--- src/hw/sdtg_regs.svh ---
`ifndef SDTG_REGS_SVH
`define SDTG_REGS_SVH

// register indices, byte address is index times four
`define SDTG_R_CTRL 3'h0
`define SDTG_R_DIV 3'h1
`define SDTG_R_EDGE 3'h2
`define SDTG_R_HLINE 3'h3
`define SDTG_R_HSYNC 3'h4
`define SDTG_R_HACT 3'h5
`define SDTG_R_VFRM 3'h6
`define SDTG_R_STAT 3'h7
`define SDTG_R_LAST_RW 3'h6

// field positions
`define SDTG_F_EN 0
`define SDTG_F_TV 1
`define SDTG_F_FRAC 3:0
`define SDTG_F_INT 15:4
`define SDTG_F_RATIO 7:0
`define SDTG_F_RISE 15:8
`define SDTG_F_FALL 23:16
`define SDTG_F_LO 11:0
`define SDTG_F_HI 27:16
`define SDTG_F_EVEN 0
`define SDTG_F_UNDER 1
`define SDTG_F_RATE 2
`define SDTG_F_ADDR_HI 7:5

// reset values
`define SDTG_RST_CTRL 32'h0000_0000
`define SDTG_RST_DIV 32'h0000_0010
`define SDTG_RST_EDGE 32'h0002_0101
`define SDTG_RST_HLINE 32'h0000_0100
`define SDTG_RST_HSYNC 32'h0008_0000
`define SDTG_RST_HACT 32'h00c0_0020
`define SDTG_RST_VFRM 32'h0002_0100

// bus answers and small constants
`define SDTG_RESP_OKAY 2'h0
`define SDTG_RESP_SLVERR 2'h2
`define SDTG_LEN_MIN 12'h001

// base clock and tv link rate in hz, tolerance in percent
`define SDTG_CORE_HZ 64'h0000_0000_017d_7840
`define SDTG_TV_HZ 64'h0000_0000_019b_fcc0
`define SDTG_TV_TOL 64'h0000_0000_0000_000a
`define SDTG_PCT 64'h0000_0000_0000_0064
`define SDTG_FRAC_ONE 64'h0000_0000_0000_0010

`endif

--- src/hw/sdtg_pkg.sv ---
package sdtg_pkg;

   // signals of the display link, updated together
   typedef struct packed {
      logic line_n;
      logic frame_n;
      logic valid;
      logic [7:0] data;
   } sdtg_link_t;

   // field being scanned
   typedef enum logic {SDTG_FIELD_ODD, SDTG_FIELD_EVEN} sdtg_field_t;

endpackage

--- src/hw/sdtg_top.sv ---
// How it works
// - the pixel clock period is a divider in base clocks with 1/16 steps.
// - integer ratios give equal periods, fractional ones alternate floor and floor plus one.
// - each sync counter makes a pulse from its programmed offset, period and width; frame sync has no offset field and starts at the field start.
// - line sync pulses repeat exactly one programmed line length apart.
// - clock edges sit on a half base clock grid, pixel data on a full base clock grid.
// - the clock fall sits at half a base clock times ceil(2*fall/ratio).
// - the clock rise sits at half a base clock times ceil(2*rise/ratio).
// - the clock is low from rise to fall position and high otherwise.
// - the tv link carries one 8-bit component per pixel clock.
// - the tv link runs near 27 MHz within ten percent.
// - line and frame sync are active low, data valid is active high.
// - in tv mode line sync falls at each row and stays low one pixel clock.
// - frame sync falls at each field and stays low at least one pixel clock.
// - odd field sync edges coincide with line sync, even field ones do not.
// - data moves only while line sync is high.
// - frame sync spans at least one line sync pulse.
//
// The implementer's own choices: the AXI4-Lite interface to the registers and the address map.
`timescale 1ns/100ps
`default_nettype none
`include "sdtg_regs.svh"
module sdtg_top #(
   parameter int DEPTH = 2
) (
   // clock and reset
   input wire logic CORE_CLK,
   input wire logic RSTN,
   // axi4-lite write channels
   input wire logic [7:0] AWADDR,
   input wire logic AWVALID,
   output logic AWREADY,
   input wire logic [31:0] WDATA,
   input wire logic [3:0] WSTRB,
   input wire logic WVALID,
   output logic WREADY,
   output logic [1:0] BRESP,
   output logic BVALID,
   input wire logic BREADY,
   // axi4-lite read channels
   input wire logic [7:0] ARADDR,
   input wire logic ARVALID,
   output logic ARREADY,
   output logic [31:0] RDATA,
   output logic [1:0] RRESP,
   output logic RVALID,
   input wire logic RREADY,
   // component stream in
   input wire logic [7:0] PIX_DATA,
   input wire logic PIX_VALID,
   output logic PIX_READY,
   // display link
   output logic DISP_CLK_FIRST,
   output logic DISP_CLK_SECOND,
   output var sdtg_pkg::sdtg_link_t LINK
);
   localparam int PW = (DEPTH > 1) ? $clog2(DEPTH) : 1;
   localparam int CW = $clog2(DEPTH + 1);
   localparam logic [63:0] HZ16 = `SDTG_CORE_HZ * `SDTG_FRAC_ONE * `SDTG_PCT;
   localparam logic [63:0] TV_LO = `SDTG_TV_HZ * (`SDTG_PCT - `SDTG_TV_TOL);
   localparam logic [63:0] TV_HI = `SDTG_TV_HZ * (`SDTG_PCT + `SDTG_TV_TOL);

   logic [31:0] cfg [0:6];
   logic aw_got, w_got, wr_go, under;
   logic [2:0] aw_idx;
   logic aw_bad;
   logic [31:0] wdat;
   logic [3:0] wstb;
   logic [11:0] c, len_cur, int_eff, next_len, pix, line, next_pix, next_line;
   logic [3:0] acc;
   logic [4:0] acc_sum;
   logic tick, en, tv, odd_start, even_start, hs_act, vs_act, act, pop, push;
   logic rate_ok;
   logic [23:0] vcnt, next_vcnt;
   sdtg_pkg::sdtg_field_t field;
   logic [7:0] mem [0:DEPTH-1];
   logic [PW-1:0] wp, rp;
   logic [CW-1:0] count, next_count;

   assign en = cfg[`SDTG_R_CTRL][`SDTG_F_EN];
   assign tv = cfg[`SDTG_R_CTRL][`SDTG_F_TV];

   // write address and data are taken in either order, answered together
   always_ff @(posedge CORE_CLK)
   begin
      if (!RSTN)
      begin
         aw_got <= 1'b0;
         w_got <= 1'b0;
         AWREADY <= 1'b1;
         WREADY <= 1'b1;
         BVALID <= 1'b0;
         BRESP <= `SDTG_RESP_OKAY;
         aw_idx <= '0;
         aw_bad <= 1'b0;
         wdat <= '0;
         wstb <= '0;
      end
      else
      begin
         if (AWVALID && AWREADY)
         begin
            aw_got <= 1'b1;
            AWREADY <= 1'b0;
            aw_idx <= AWADDR[4:2];
            aw_bad <= (AWADDR[`SDTG_F_ADDR_HI] != '0);
         end
         if (WVALID && WREADY)
         begin
            w_got <= 1'b1;
            WREADY <= 1'b0;
            wdat <= WDATA;
            wstb <= WSTRB;
         end
         if (wr_go)
         begin
            aw_got <= 1'b0;
            w_got <= 1'b0;
            BVALID <= 1'b1;
            BRESP <= aw_bad ? `SDTG_RESP_SLVERR : `SDTG_RESP_OKAY;
         end
         if (BVALID && BREADY)
         begin
            BVALID <= 1'b0;
            AWREADY <= 1'b1;
            WREADY <= 1'b1;
         end
      end
   end
   assign wr_go = aw_got && w_got && !BVALID;

   // configuration registers with byte strobes
   always_ff @(posedge CORE_CLK)
   begin
      if (!RSTN)
      begin
         cfg[`SDTG_R_CTRL] <= `SDTG_RST_CTRL;
         cfg[`SDTG_R_DIV] <= `SDTG_RST_DIV;
         cfg[`SDTG_R_EDGE] <= `SDTG_RST_EDGE;
         cfg[`SDTG_R_HLINE] <= `SDTG_RST_HLINE;
         cfg[`SDTG_R_HSYNC] <= `SDTG_RST_HSYNC;
         cfg[`SDTG_R_HACT] <= `SDTG_RST_HACT;
         cfg[`SDTG_R_VFRM] <= `SDTG_RST_VFRM;
      end
      else if (wr_go && !aw_bad && aw_idx <= `SDTG_R_LAST_RW)
      begin
         for (int b = 0; b < 4; b++)
         begin
            if (wstb[b])
               cfg[aw_idx][b*8 +: 8] <= wdat[b*8 +: 8];
         end
      end
   end

   // status: underrun is sticky, cleared by writing one, a new one wins
   always_ff @(posedge CORE_CLK)
   begin
      if (!RSTN)
         under <= 1'b0;
      else if (tick && act && count == '0)
         under <= 1'b1;
      else if (wr_go && !aw_bad && aw_idx == `SDTG_R_STAT
               && wstb[0] && wdat[`SDTG_F_UNDER])
         under <= 1'b0;
   end

   // the tv link needs the pixel clock within tolerance of 27 MHz
   assign rate_ok = (64'(cfg[`SDTG_R_DIV][15:0]) * TV_LO <= HZ16)
                    && (64'(cfg[`SDTG_R_DIV][15:0]) * TV_HI >= HZ16);

   // read channel, one outstanding read
   always_ff @(posedge CORE_CLK)
   begin
      if (!RSTN)
      begin
         ARREADY <= 1'b1;
         RVALID <= 1'b0;
         RDATA <= '0;
         RRESP <= `SDTG_RESP_OKAY;
      end
      else if (ARVALID && ARREADY)
      begin
         ARREADY <= 1'b0;
         RVALID <= 1'b1;
         RRESP <= `SDTG_RESP_OKAY;
         if (ARADDR[`SDTG_F_ADDR_HI] != '0)
         begin
            RDATA <= '0;
            RRESP <= `SDTG_RESP_SLVERR;
         end
         else if (ARADDR[4:2] == `SDTG_R_STAT)
            RDATA <= {4'h0, line, 13'h0000, rate_ok, under, field};
         else
            RDATA <= cfg[ARADDR[4:2]];
      end
      else if (RVALID && RREADY)
      begin
         RVALID <= 1'b0;
         ARREADY <= 1'b1;
      end
   end

   // period length: integer part plus one when the fraction overflows
   always_comb
   begin
      acc_sum = {1'b0, acc} + {1'b0, cfg[`SDTG_R_DIV][`SDTG_F_FRAC]};
      int_eff = (cfg[`SDTG_R_DIV][`SDTG_F_INT] == '0) ? `SDTG_LEN_MIN
                : cfg[`SDTG_R_DIV][`SDTG_F_INT];
      next_len = int_eff + 12'(acc_sum[4]);
   end
   assign tick = en && (c == len_cur - `SDTG_LEN_MIN);

   // base clock counter inside one pixel clock period
   always_ff @(posedge CORE_CLK)
   begin
      if (!RSTN || !en)
      begin
         c <= '0;
         acc <= '0;
         len_cur <= `SDTG_LEN_MIN;
      end
      else if (tick)
      begin
         c <= '0;
         acc <= acc_sum[3:0];
         len_cur <= next_len;
      end
      else
         c <= c + `SDTG_LEN_MIN;
   end

   // clock level at a half step: low between rise and fall positions
   function automatic logic clk_level(input logic [12:0] h,
                                      input logic [31:0] e);
      logic [20:0] p;
      p = 21'(h) * 21'(e[`SDTG_F_RATIO]);
      clk_level = !((p >= 21'({e[`SDTG_F_RISE], 1'b0}))
                    && (p < 21'({e[`SDTG_F_FALL], 1'b0})));
   endfunction

   // two half-step phases per base clock
   always_ff @(posedge CORE_CLK)
   begin
      if (!RSTN || !en)
      begin
         DISP_CLK_FIRST <= 1'b1;
         DISP_CLK_SECOND <= 1'b1;
      end
      else
      begin
         DISP_CLK_FIRST <= clk_level({c, 1'b0}, cfg[`SDTG_R_EDGE]);
         DISP_CLK_SECOND <= clk_level({c, 1'b1}, cfg[`SDTG_R_EDGE]);
      end
   end

   // next positions and sync levels at the coming pixel clock
   always_comb
   begin
      next_pix = pix + `SDTG_LEN_MIN;
      next_line = line;
      if (pix >= cfg[`SDTG_R_HLINE][`SDTG_F_LO] - `SDTG_LEN_MIN)
      begin
         next_pix = '0;
         next_line = line + `SDTG_LEN_MIN;
         if (line >= cfg[`SDTG_R_VFRM][`SDTG_F_LO] - `SDTG_LEN_MIN)
            next_line = '0;
      end
      odd_start = (next_pix == '0) && (next_line == '0);
      even_start = tv && (next_line == cfg[`SDTG_R_VFRM][`SDTG_F_LO] >> 1)
                   && (next_pix == cfg[`SDTG_R_HLINE][`SDTG_F_LO] >> 1);
      next_vcnt = (odd_start || even_start) ? '0
                  : (vcnt == '1) ? vcnt : vcnt + 24'h00_0001;
      if (tv)
         hs_act = (next_pix == '0);
      else
         hs_act = (next_pix >= cfg[`SDTG_R_HSYNC][`SDTG_F_LO])
                  && (13'(next_pix) < 13'(cfg[`SDTG_R_HSYNC][`SDTG_F_LO])
                      + 13'(cfg[`SDTG_R_HSYNC][`SDTG_F_HI]));
      vs_act = (next_vcnt == '0)
               || (next_vcnt < 24'(cfg[`SDTG_R_VFRM][`SDTG_F_HI])
                   * 24'(cfg[`SDTG_R_HLINE][`SDTG_F_LO]));
      act = (next_pix >= cfg[`SDTG_R_HACT][`SDTG_F_LO])
            && (13'(next_pix) < 13'(cfg[`SDTG_R_HACT][`SDTG_F_LO])
                + 13'(cfg[`SDTG_R_HACT][`SDTG_F_HI]))
            && !hs_act;
   end
   assign pop = tick && act && (count != '0);

   // pixel, line and field counters step once per pixel clock
   // they restart when disabled, so a new run begins at line 0 of an odd field
   always_ff @(posedge CORE_CLK)
   begin
      if (!RSTN || !en)
      begin
         pix <= '0;
         line <= '0;
         vcnt <= '1;
         field <= sdtg_pkg::SDTG_FIELD_ODD;
      end
      else if (tick)
      begin
         pix <= next_pix;
         line <= next_line;
         vcnt <= next_vcnt;
         if (odd_start)
            field <= sdtg_pkg::SDTG_FIELD_ODD;
         else if (even_start)
            field <= sdtg_pkg::SDTG_FIELD_EVEN;
      end
   end

   // link outputs change on the pixel clock grid only
   always_ff @(posedge CORE_CLK)
   begin
      if (!RSTN || !en)
      begin
         LINK.line_n <= 1'b1;
         LINK.frame_n <= 1'b1;
         LINK.valid <= 1'b0;
         LINK.data <= '0;
      end
      else if (tick)
      begin
         LINK.line_n <= !hs_act;
         LINK.frame_n <= !vs_act;
         LINK.valid <= pop;
         if (pop)
            LINK.data <= mem[rp];
      end
   end

   // two-entry buffer in front of the link
   assign push = PIX_VALID && PIX_READY;
   assign next_count = count + CW'(push) - CW'(pop);
   always_ff @(posedge CORE_CLK)
   begin
      if (!RSTN)
      begin
         wp <= '0;
         rp <= '0;
         count <= '0;
         PIX_READY <= 1'b0;
      end
      else
      begin
         count <= next_count;
         PIX_READY <= (next_count < CW'(DEPTH));
         if (push)
         begin
            mem[wp] <= PIX_DATA;
            wp <= (wp == PW'(DEPTH - 1)) ? '0 : wp + PW'(1);
         end
         if (pop)
            rp <= (rp == PW'(DEPTH - 1)) ? '0 : rp + PW'(1);
      end
   end

   // helpers for checks: pixel clocks between line sync falls
   logic [11:0] ls_cnt;
   logic ls_seen, tick_seen;
   always_ff @(posedge CORE_CLK)
   begin
      if (!RSTN || !en)
      begin
         ls_cnt <= '0;
         ls_seen <= 1'b0;
         tick_seen <= 1'b0;
      end
      else if (tick)
      begin
         tick_seen <= 1'b1;
         ls_cnt <= (LINK.line_n && hs_act) ? `SDTG_LEN_MIN
                   : ls_cnt + `SDTG_LEN_MIN;
         if (LINK.line_n && hs_act)
            ls_seen <= 1'b1;
      end
   end

   period_len_a: assert property (@(posedge CORE_CLK) disable iff (!RSTN)
      (tick && tick_seen) |-> (len_cur == int_eff)
         || (len_cur == int_eff + `SDTG_LEN_MIN
             && cfg[`SDTG_R_DIV][`SDTG_F_FRAC] != '0))
      else $error("pixel clock period off its divider");
   line_space_a: assert property (@(posedge CORE_CLK) disable iff (!RSTN)
      (tick && ls_seen && LINK.line_n && hs_act)
         |-> (ls_cnt == cfg[`SDTG_R_HLINE][`SDTG_F_LO]))
      else $error("line sync spacing differs from line length");
   tv_line_one_a: assert property (@(posedge CORE_CLK) disable iff (!RSTN)
      (tick && tv && !LINK.line_n) |=> LINK.line_n)
      else $error("tv line sync low longer than one pixel clock");
   odd_edges_a: assert property (@(posedge CORE_CLK) disable iff (!RSTN)
      ($fell(LINK.frame_n) && field == sdtg_pkg::SDTG_FIELD_ODD && tv)
         |-> $fell(LINK.line_n))
      else $error("odd field sync edges do not coincide");
   even_edges_a: assert property (@(posedge CORE_CLK) disable iff (!RSTN)
      ($fell(LINK.frame_n) && field == sdtg_pkg::SDTG_FIELD_EVEN)
         |-> !$fell(LINK.line_n))
      else $error("even field sync edges coincide");
   data_hsync_a: assert property (@(posedge CORE_CLK) disable iff (!RSTN)
      LINK.valid |-> LINK.line_n)
      else $error("data valid while line sync low");
   // helper for checks: a pixel tick seen while frame sync is low
   logic fr_tick;
   always_ff @(posedge CORE_CLK)
   begin
      if (!RSTN || !en || LINK.frame_n)
         fr_tick <= 1'b0;
      else if (tick)
         fr_tick <= 1'b1;
   end

   frame_low_a: assert property (@(posedge CORE_CLK) disable iff (!RSTN)
      ($rose(LINK.frame_n) && en) |-> fr_tick)
      else $error("frame sync shorter than one pixel clock");
   clk_low_a: assert property (@(posedge CORE_CLK) disable iff (!RSTN)
      (en && c == '0 && cfg[`SDTG_R_EDGE][`SDTG_F_RISE] == '0
       && cfg[`SDTG_R_EDGE][`SDTG_F_FALL] != '0
       && cfg[`SDTG_R_EDGE][`SDTG_F_RATIO] != '0) |=> !DISP_CLK_FIRST)
      else $error("pixel clock not low at a zero rise position");
   buf_full_a: assert property (@(posedge CORE_CLK) disable iff (!RSTN)
      (count == CW'(DEPTH)) |-> !PIX_READY ##1 !(count > CW'(DEPTH)))
      else $error("buffer accepts a word while full");
endmodule
`default_nettype wire

--- config.mk ---
export PLATFORM = sky130hd
export DESIGN_NAME = sdtg_top
export DESIGN_NICKNAME = d
export VERILOG_FILES = /design/src/hw/sdtg_pkg.sv /design/src/hw/sdtg_top.sv
export VERILOG_INCLUDE_DIRS = /design/src /design/src/hw
export SDC_FILE = /design/constraint.sdc
export NUM_CORES = 2
export LEC_CHECK = 0
export BUFFER_PORTS_ARGS = -buffer_cell sky130_fd_sc_hd__buf_2
export CAP_MARGIN = 40
export CELL_PAD_IN_SITES_DETAIL_PLACEMENT = 2
export CELL_PAD_IN_SITES_GLOBAL_PLACEMENT = 2
export CORE_MARGIN = 2
export CORE_UTILIZATION = 41
export DETAILED_ROUTE_END_ITERATION = 10
export GPL_TIMING_DRIVEN = 0
export PLACE_DENSITY = 0.81
export RECOVER_POWER = 50
export SLEW_MARGIN = 30
export SYNTH_ARGS = -nofsm -noshare
export SYNTH_HDL_FRONTEND = slang
export SYNTH_SLANG_ARGS = --single-unit
--- constraint.sdc ---
create_clock -name CORE_CLK -period 9.2 [get_ports CORE_CLK]
set_input_delay 0.92 -clock CORE_CLK [delete_from_list [all_inputs] [get_ports CORE_CLK]]
set_output_delay 0.92 -clock CORE_CLK [all_outputs]
set_load 0.05 [all_outputs]
==> flow_results.org <==
** Outcome
- The flow ran to the end, but the final reports show violations.
- The checks that failed: capacitance limit, slew limit.

** Yosys
- Yosys printed 0 warnings.
- Area leader, netlist :: sky130_fd_sc_hd__fa_1
- Share of the synthesized area in the top cell type :: 0.180
- Async S/R FF share, synth :: 0
- Counting every instance in the synthesized netlist gives just over 5k.
- In the synthesized netlist the dominant register cell turns out to be sky130_fd_sc_hd__edfxtp_1.
- In this run, synthesis inferred 209 flip-flops with an integrated enable.
- Number of synthesized register bits :: around 420
- Post-synth top cells :: sky130_fd_sc_hd__inv_1, sky130_fd_sc_hd__ha_1, sky130_fd_sc_hd__nor2_1
- The synthesized netlist occupies a cell area of 45,700 um2.
- Of the synthesized area, sequential elements account for 0.229.
- Number of distinct library cells after synthesis :: 92
- Sorting the synthesized cells by area gives the leading types as sky130_fd_sc_hd__fa_1, sky130_fd_sc_hd__ha_1, sky130_fd_sc_hd__edfxtp_1, sky130_fd_sc_hd__dfxtp_1, sky130_fd_sc_hd__inv_1.
- In the post-synthesis netlist, the cell with the most instances is sky130_fd_sc_hd__inv_1.
- Averaged over all synthesized cells, the footprint is 9.08 um2.

** STA
- Setup repair after global routing left no endpoint under its margin.
- Setup skew after layout :: between 0.05 and 0.06 ns
- After layout, the minimum clock period comes to 8.98 ns.
- For this run, the top clock speed supported by timing is between 0.1 and 0.15 GHz.
- The number of max-slew violations in the final report came to 7.
- Endpoints failing hold :: 0
- Actual slew at the worst max-slew pin :: between 3 and 4 ns
- Worst relative slew slack :: -1.08
- Setup violations remaining at the end of the flow were counted as 0.
- Worst hold-check slack :: about 0.46 ns
- Final critical-path share of the clock period :: 0.976

** Die
- Die Span Y :: 338 um
- around 120 I/O pins were placed.
- CORE AREA :: roughly 110,000 um2
- For this configuration, the core starts out at a cell density of 0.413.
- The die covers 114,000 um2.
- FP Rows :: between 100 and 150
- In this run the horizontal extent of the chip is 338 um.

** CTS
- The later pin in the worst-skew pair is clocked with a latency of 0.66 ns.
- Number of hold-repair buffers added at the cts stage :: 0
- Root buffer selected by CTS :: sky130_fd_sc_hd__clkbuf_16
- The clock passes through at most 3 buffers.
- The H-tree generated during clock tree synthesis spans 2 levels.
- CTS tree :: built
- CTS saw approximately 420 sinks.
- Clock tree synthesis inserted a total of 47 buffers.
- After clock tree synthesis, the clock-pin slew on the worst setup and hold paths is ~0.070 ns.

** Critical path
- Worst reg2reg startpoint :: cfg[1][7]
- At the worst endpoint, the required time is just under 10 ns.
- The worst register-to-register path ends at RDATA[2].
- Arrival time at the worst endpoint :: about 9.6 ns
- Of all nets on the critical path, the largest fanout is 10.
- Capturing instance or port of the critical path :: RDATA[2]
- Worst-case register-to-register setup slack :: 0.22 ns
- Length in cells of the worst reg-to-reg path :: 23
- The worst setup path is of the reg2reg kind.
- First element of the critical path :: cfg[1][7]
- CP startpoint kind :: flop
- CP Capture Type :: flop

** Layout
- The count of cells in the finished layout, fillers not included, comes to approximately 6.8k.
- Of the cells placed in the final design, the portion with a size suffix greater than 1 is 0.0564.
- Relative to the synthesized area, the layout overhead comes to 9.84%.
- Once layout is complete, the utilization of the core stands at 0.453.
- At the end of the flow, the number of nets in the layout was 6,306.
- Filler cells :: roughly 12k

** GRT
- Global-route usage over all layers :: 0.323
- The initial antenna violation count came to 17.
- Largest net degree at the start of global routing :: 16
- First-pass GRT wire length :: between 200,000 and 300,000 um
- Total grt overflow :: 0
- Vias in the first global route :: about 46k

** Route
- Number of vias per cell :: around 6
- Metal3 WL :: between 10,000 and 15,000 um
- DRC violations left :: 0
- Top routing layer in use :: met5
- Detail Route Antenna Nets :: 0
- Total number of vias :: between 40k and 50k
- Number of DRC violations after detailed-routing iteration 0 :: approximately 2.9k
- Amount of wire on met2 after detailed routing :: 92,400 um
- Met1 routed wirelength after detailed routing :: 74,300 um
- Routed WL :: roughly 190,000 um
- In the final routed layout, each cell accounts on average for around 28 um.
- First-pass DRT Iterations :: 5

** Hold path
- The tightest min-delay check is of the in2reg type.
- Launch instance of the worst min-delay path :: PIX_DATA[6]
- Number of instances on the worst hold path :: 1

** Power
- Leakage :: between 20 and 25 nW
- The share of total power dissipated in the clock network is 0.228.
- Proportion of total power due to net switching :: 0.451
- Power spread over the standard cell area amounts to between 150 and 200 nW/um2.
- Of the total power, combinational logic draws 0.547.
- Net Switching :: 4.14 mW
- Worst IR drop on VDD :: between 0.1 and 0.15 mV
- Internal power :: 5.05 mW
- The share of total power dissipated in sequential elements is 0.225.

** Place
- During placement, the flow inserted port buffers numbering about 120.
- The number of placed instances, taps included, is about 6.7k.
- The HPWL after detailed placement is 148,000 um.
- Routability-driven placement finished with a final weighted congestion of slightly above 0.9.

** Run
- Number of max-cap violations :: 2
## sequential cells by signal, summed over array words and instances (netlist names), 2 cells and up
register / cells
LINK: 11
RDATA: 32
acc: 4
aw_idx: 3
c: 12
cfg: 225
count: 2
len_cur: 12
line: 12
mem: 16
pix: 12
vcnt: 24
wdat: 32
wstb: 4
## layout by cell type, fill, tap and decap left out, drive strengths merged, types with 17 or more instances in the layout
master,instances
nor3,52
o21a,19
nor2,514
buf,134
nor2b,46
a221o,21
nand4,41
inv,704
nand2b,33
dfxtp,209
edfxtp,209
nand3,79
xnor2,141
nor4,24
clkbuf,313
a21o,79
fa,410
o21bai,33
a31oi,32
xor2,67
mux2i,71
a211oi,54
o31ai,21
a21oi,315
nand2,466
o21ai,148
o211ai,24
a211o,17
and2,112
and3,48
mux4,46
ha,587
## worst min path at each step
stage	slack, ns	endpoint
after global placement	0.44	wdat[29]
after global routing	0.47	mem[1][4]
after floorplan	0.43	under
after detailed placement	0.45	wdat[31]
final	0.46	mem[0][6]
after CTS	0.45	mem[0][6]
## logic make-up (layout without fill, tap and decap cells)
logic type	count (synthesis)	after routing	synth area share
XOR/XNOR	208	208	0.0399
flip-flops	418	418	0.229
adder cells (fa/ha/maj)	997	997	0.340
buffers and inverters	919	1166	0.0775
AND/OR/NAND/NOR	1498	1498	0.151
multiplexers	128	128	0.0409
other	1	6	0.0000821
AO/OA/AOI/OAI	862	862	0.121
## routing by layer
metal | GRT usage | vias up
met5 | 0 | -
met4 | 0.138 | 12
met3 | 0.0507 | 470
met2 | 0.562 | 1484
met1 | 0.397 | 20724
li1 | - | 17380
## critical path, cell delays in order, from the launching register on
cell                        delay (ns)
sky130_fd_sc_hd__edfxtp_1         0.65
sky130_fd_sc_hd__buf_6            0.28
sky130_fd_sc_hd__ha_1             0.57
sky130_fd_sc_hd__inv_1            0.24
sky130_fd_sc_hd__fa_1             0.56
sky130_fd_sc_hd__inv_1            0.09
sky130_fd_sc_hd__fa_1             0.53
sky130_fd_sc_hd__inv_1            0.07
sky130_fd_sc_hd__fa_1             0.52
sky130_fd_sc_hd__fa_1             0.55
sky130_fd_sc_hd__inv_1            0.06
sky130_fd_sc_hd__fa_1             0.49
sky130_fd_sc_hd__ha_1             0.29
sky130_fd_sc_hd__clkbuf_1         0.36
sky130_fd_sc_hd__nand3_1          0.26
sky130_fd_sc_hd__o21ai_1          0.50
sky130_fd_sc_hd__a21o_1           0.30
sky130_fd_sc_hd__a311oi_2         0.22
sky130_fd_sc_hd__o31ai_4          0.51
sky130_fd_sc_hd__mux2i_1          0.19
sky130_fd_sc_hd__a2111oi_0        0.64
sky130_fd_sc_hd__nand4b_1         0.25
sky130_fd_sc_hd__o31ai_1          0.49
sky130_fd_sc_hd__o41a_1           0.28
## metrics by stage
stage                     TNS, ns  area [um2]  setup slack, ns  power [mW]
after floorplan                 0       45700             2.56        5.46
after global placement    -0.0196       48100          -0.0196        6.54
after detailed placement  -0.0871       48600          -0.0871        6.98
after CTS                       0       50300            0.376        9.08
after global routing            0       50200            0.101        9.73
final                           0       50200            0.217        9.18
## final cells by class
| class | instances | area (um2) | share of cell area |
|---|---|---|---|
| plain buffers | 217 | 908 | 0.0181 |
| flip-flops and latches | 418 | 10500 | 0.208 |
| clock buffers | 71 | 1390 | 0.0277 |
| multi-input cells | 3696 | 31700 | 0.632 |
| clock inverters | 17 | 253 | 0.00504 |
| diodes | 3 | 7.51 | 0.000150 |
| well taps | 1488 | 1860 | 0.0371 |
| inverters | 702 | 2640 | 0.0525 |
| repair buffers | 159 | 962 | 0.0192 |
## power groups by stage
stage | Sequential, mW | Combinational, mW | Clock (mW)
global placement | 2.11 | 4.43 | 0
finish | 2.07 | 5.02 | 2.09
CTS | 2.06 | 4.94 | 2.08
detailed placement | 2.10 | 4.88 | 0
floorplan | 2.09 | 3.37 | 0
global route | 2.07 | 5.50 | 2.16
## what timing repair did
action | 4_1_cts | 5_1_grt
endpoints found under the setup margin | 1 | 1
setup buffers | 3 | 0
gates resized for setup | 0 | 1
(Power assumes the default switching activity.)
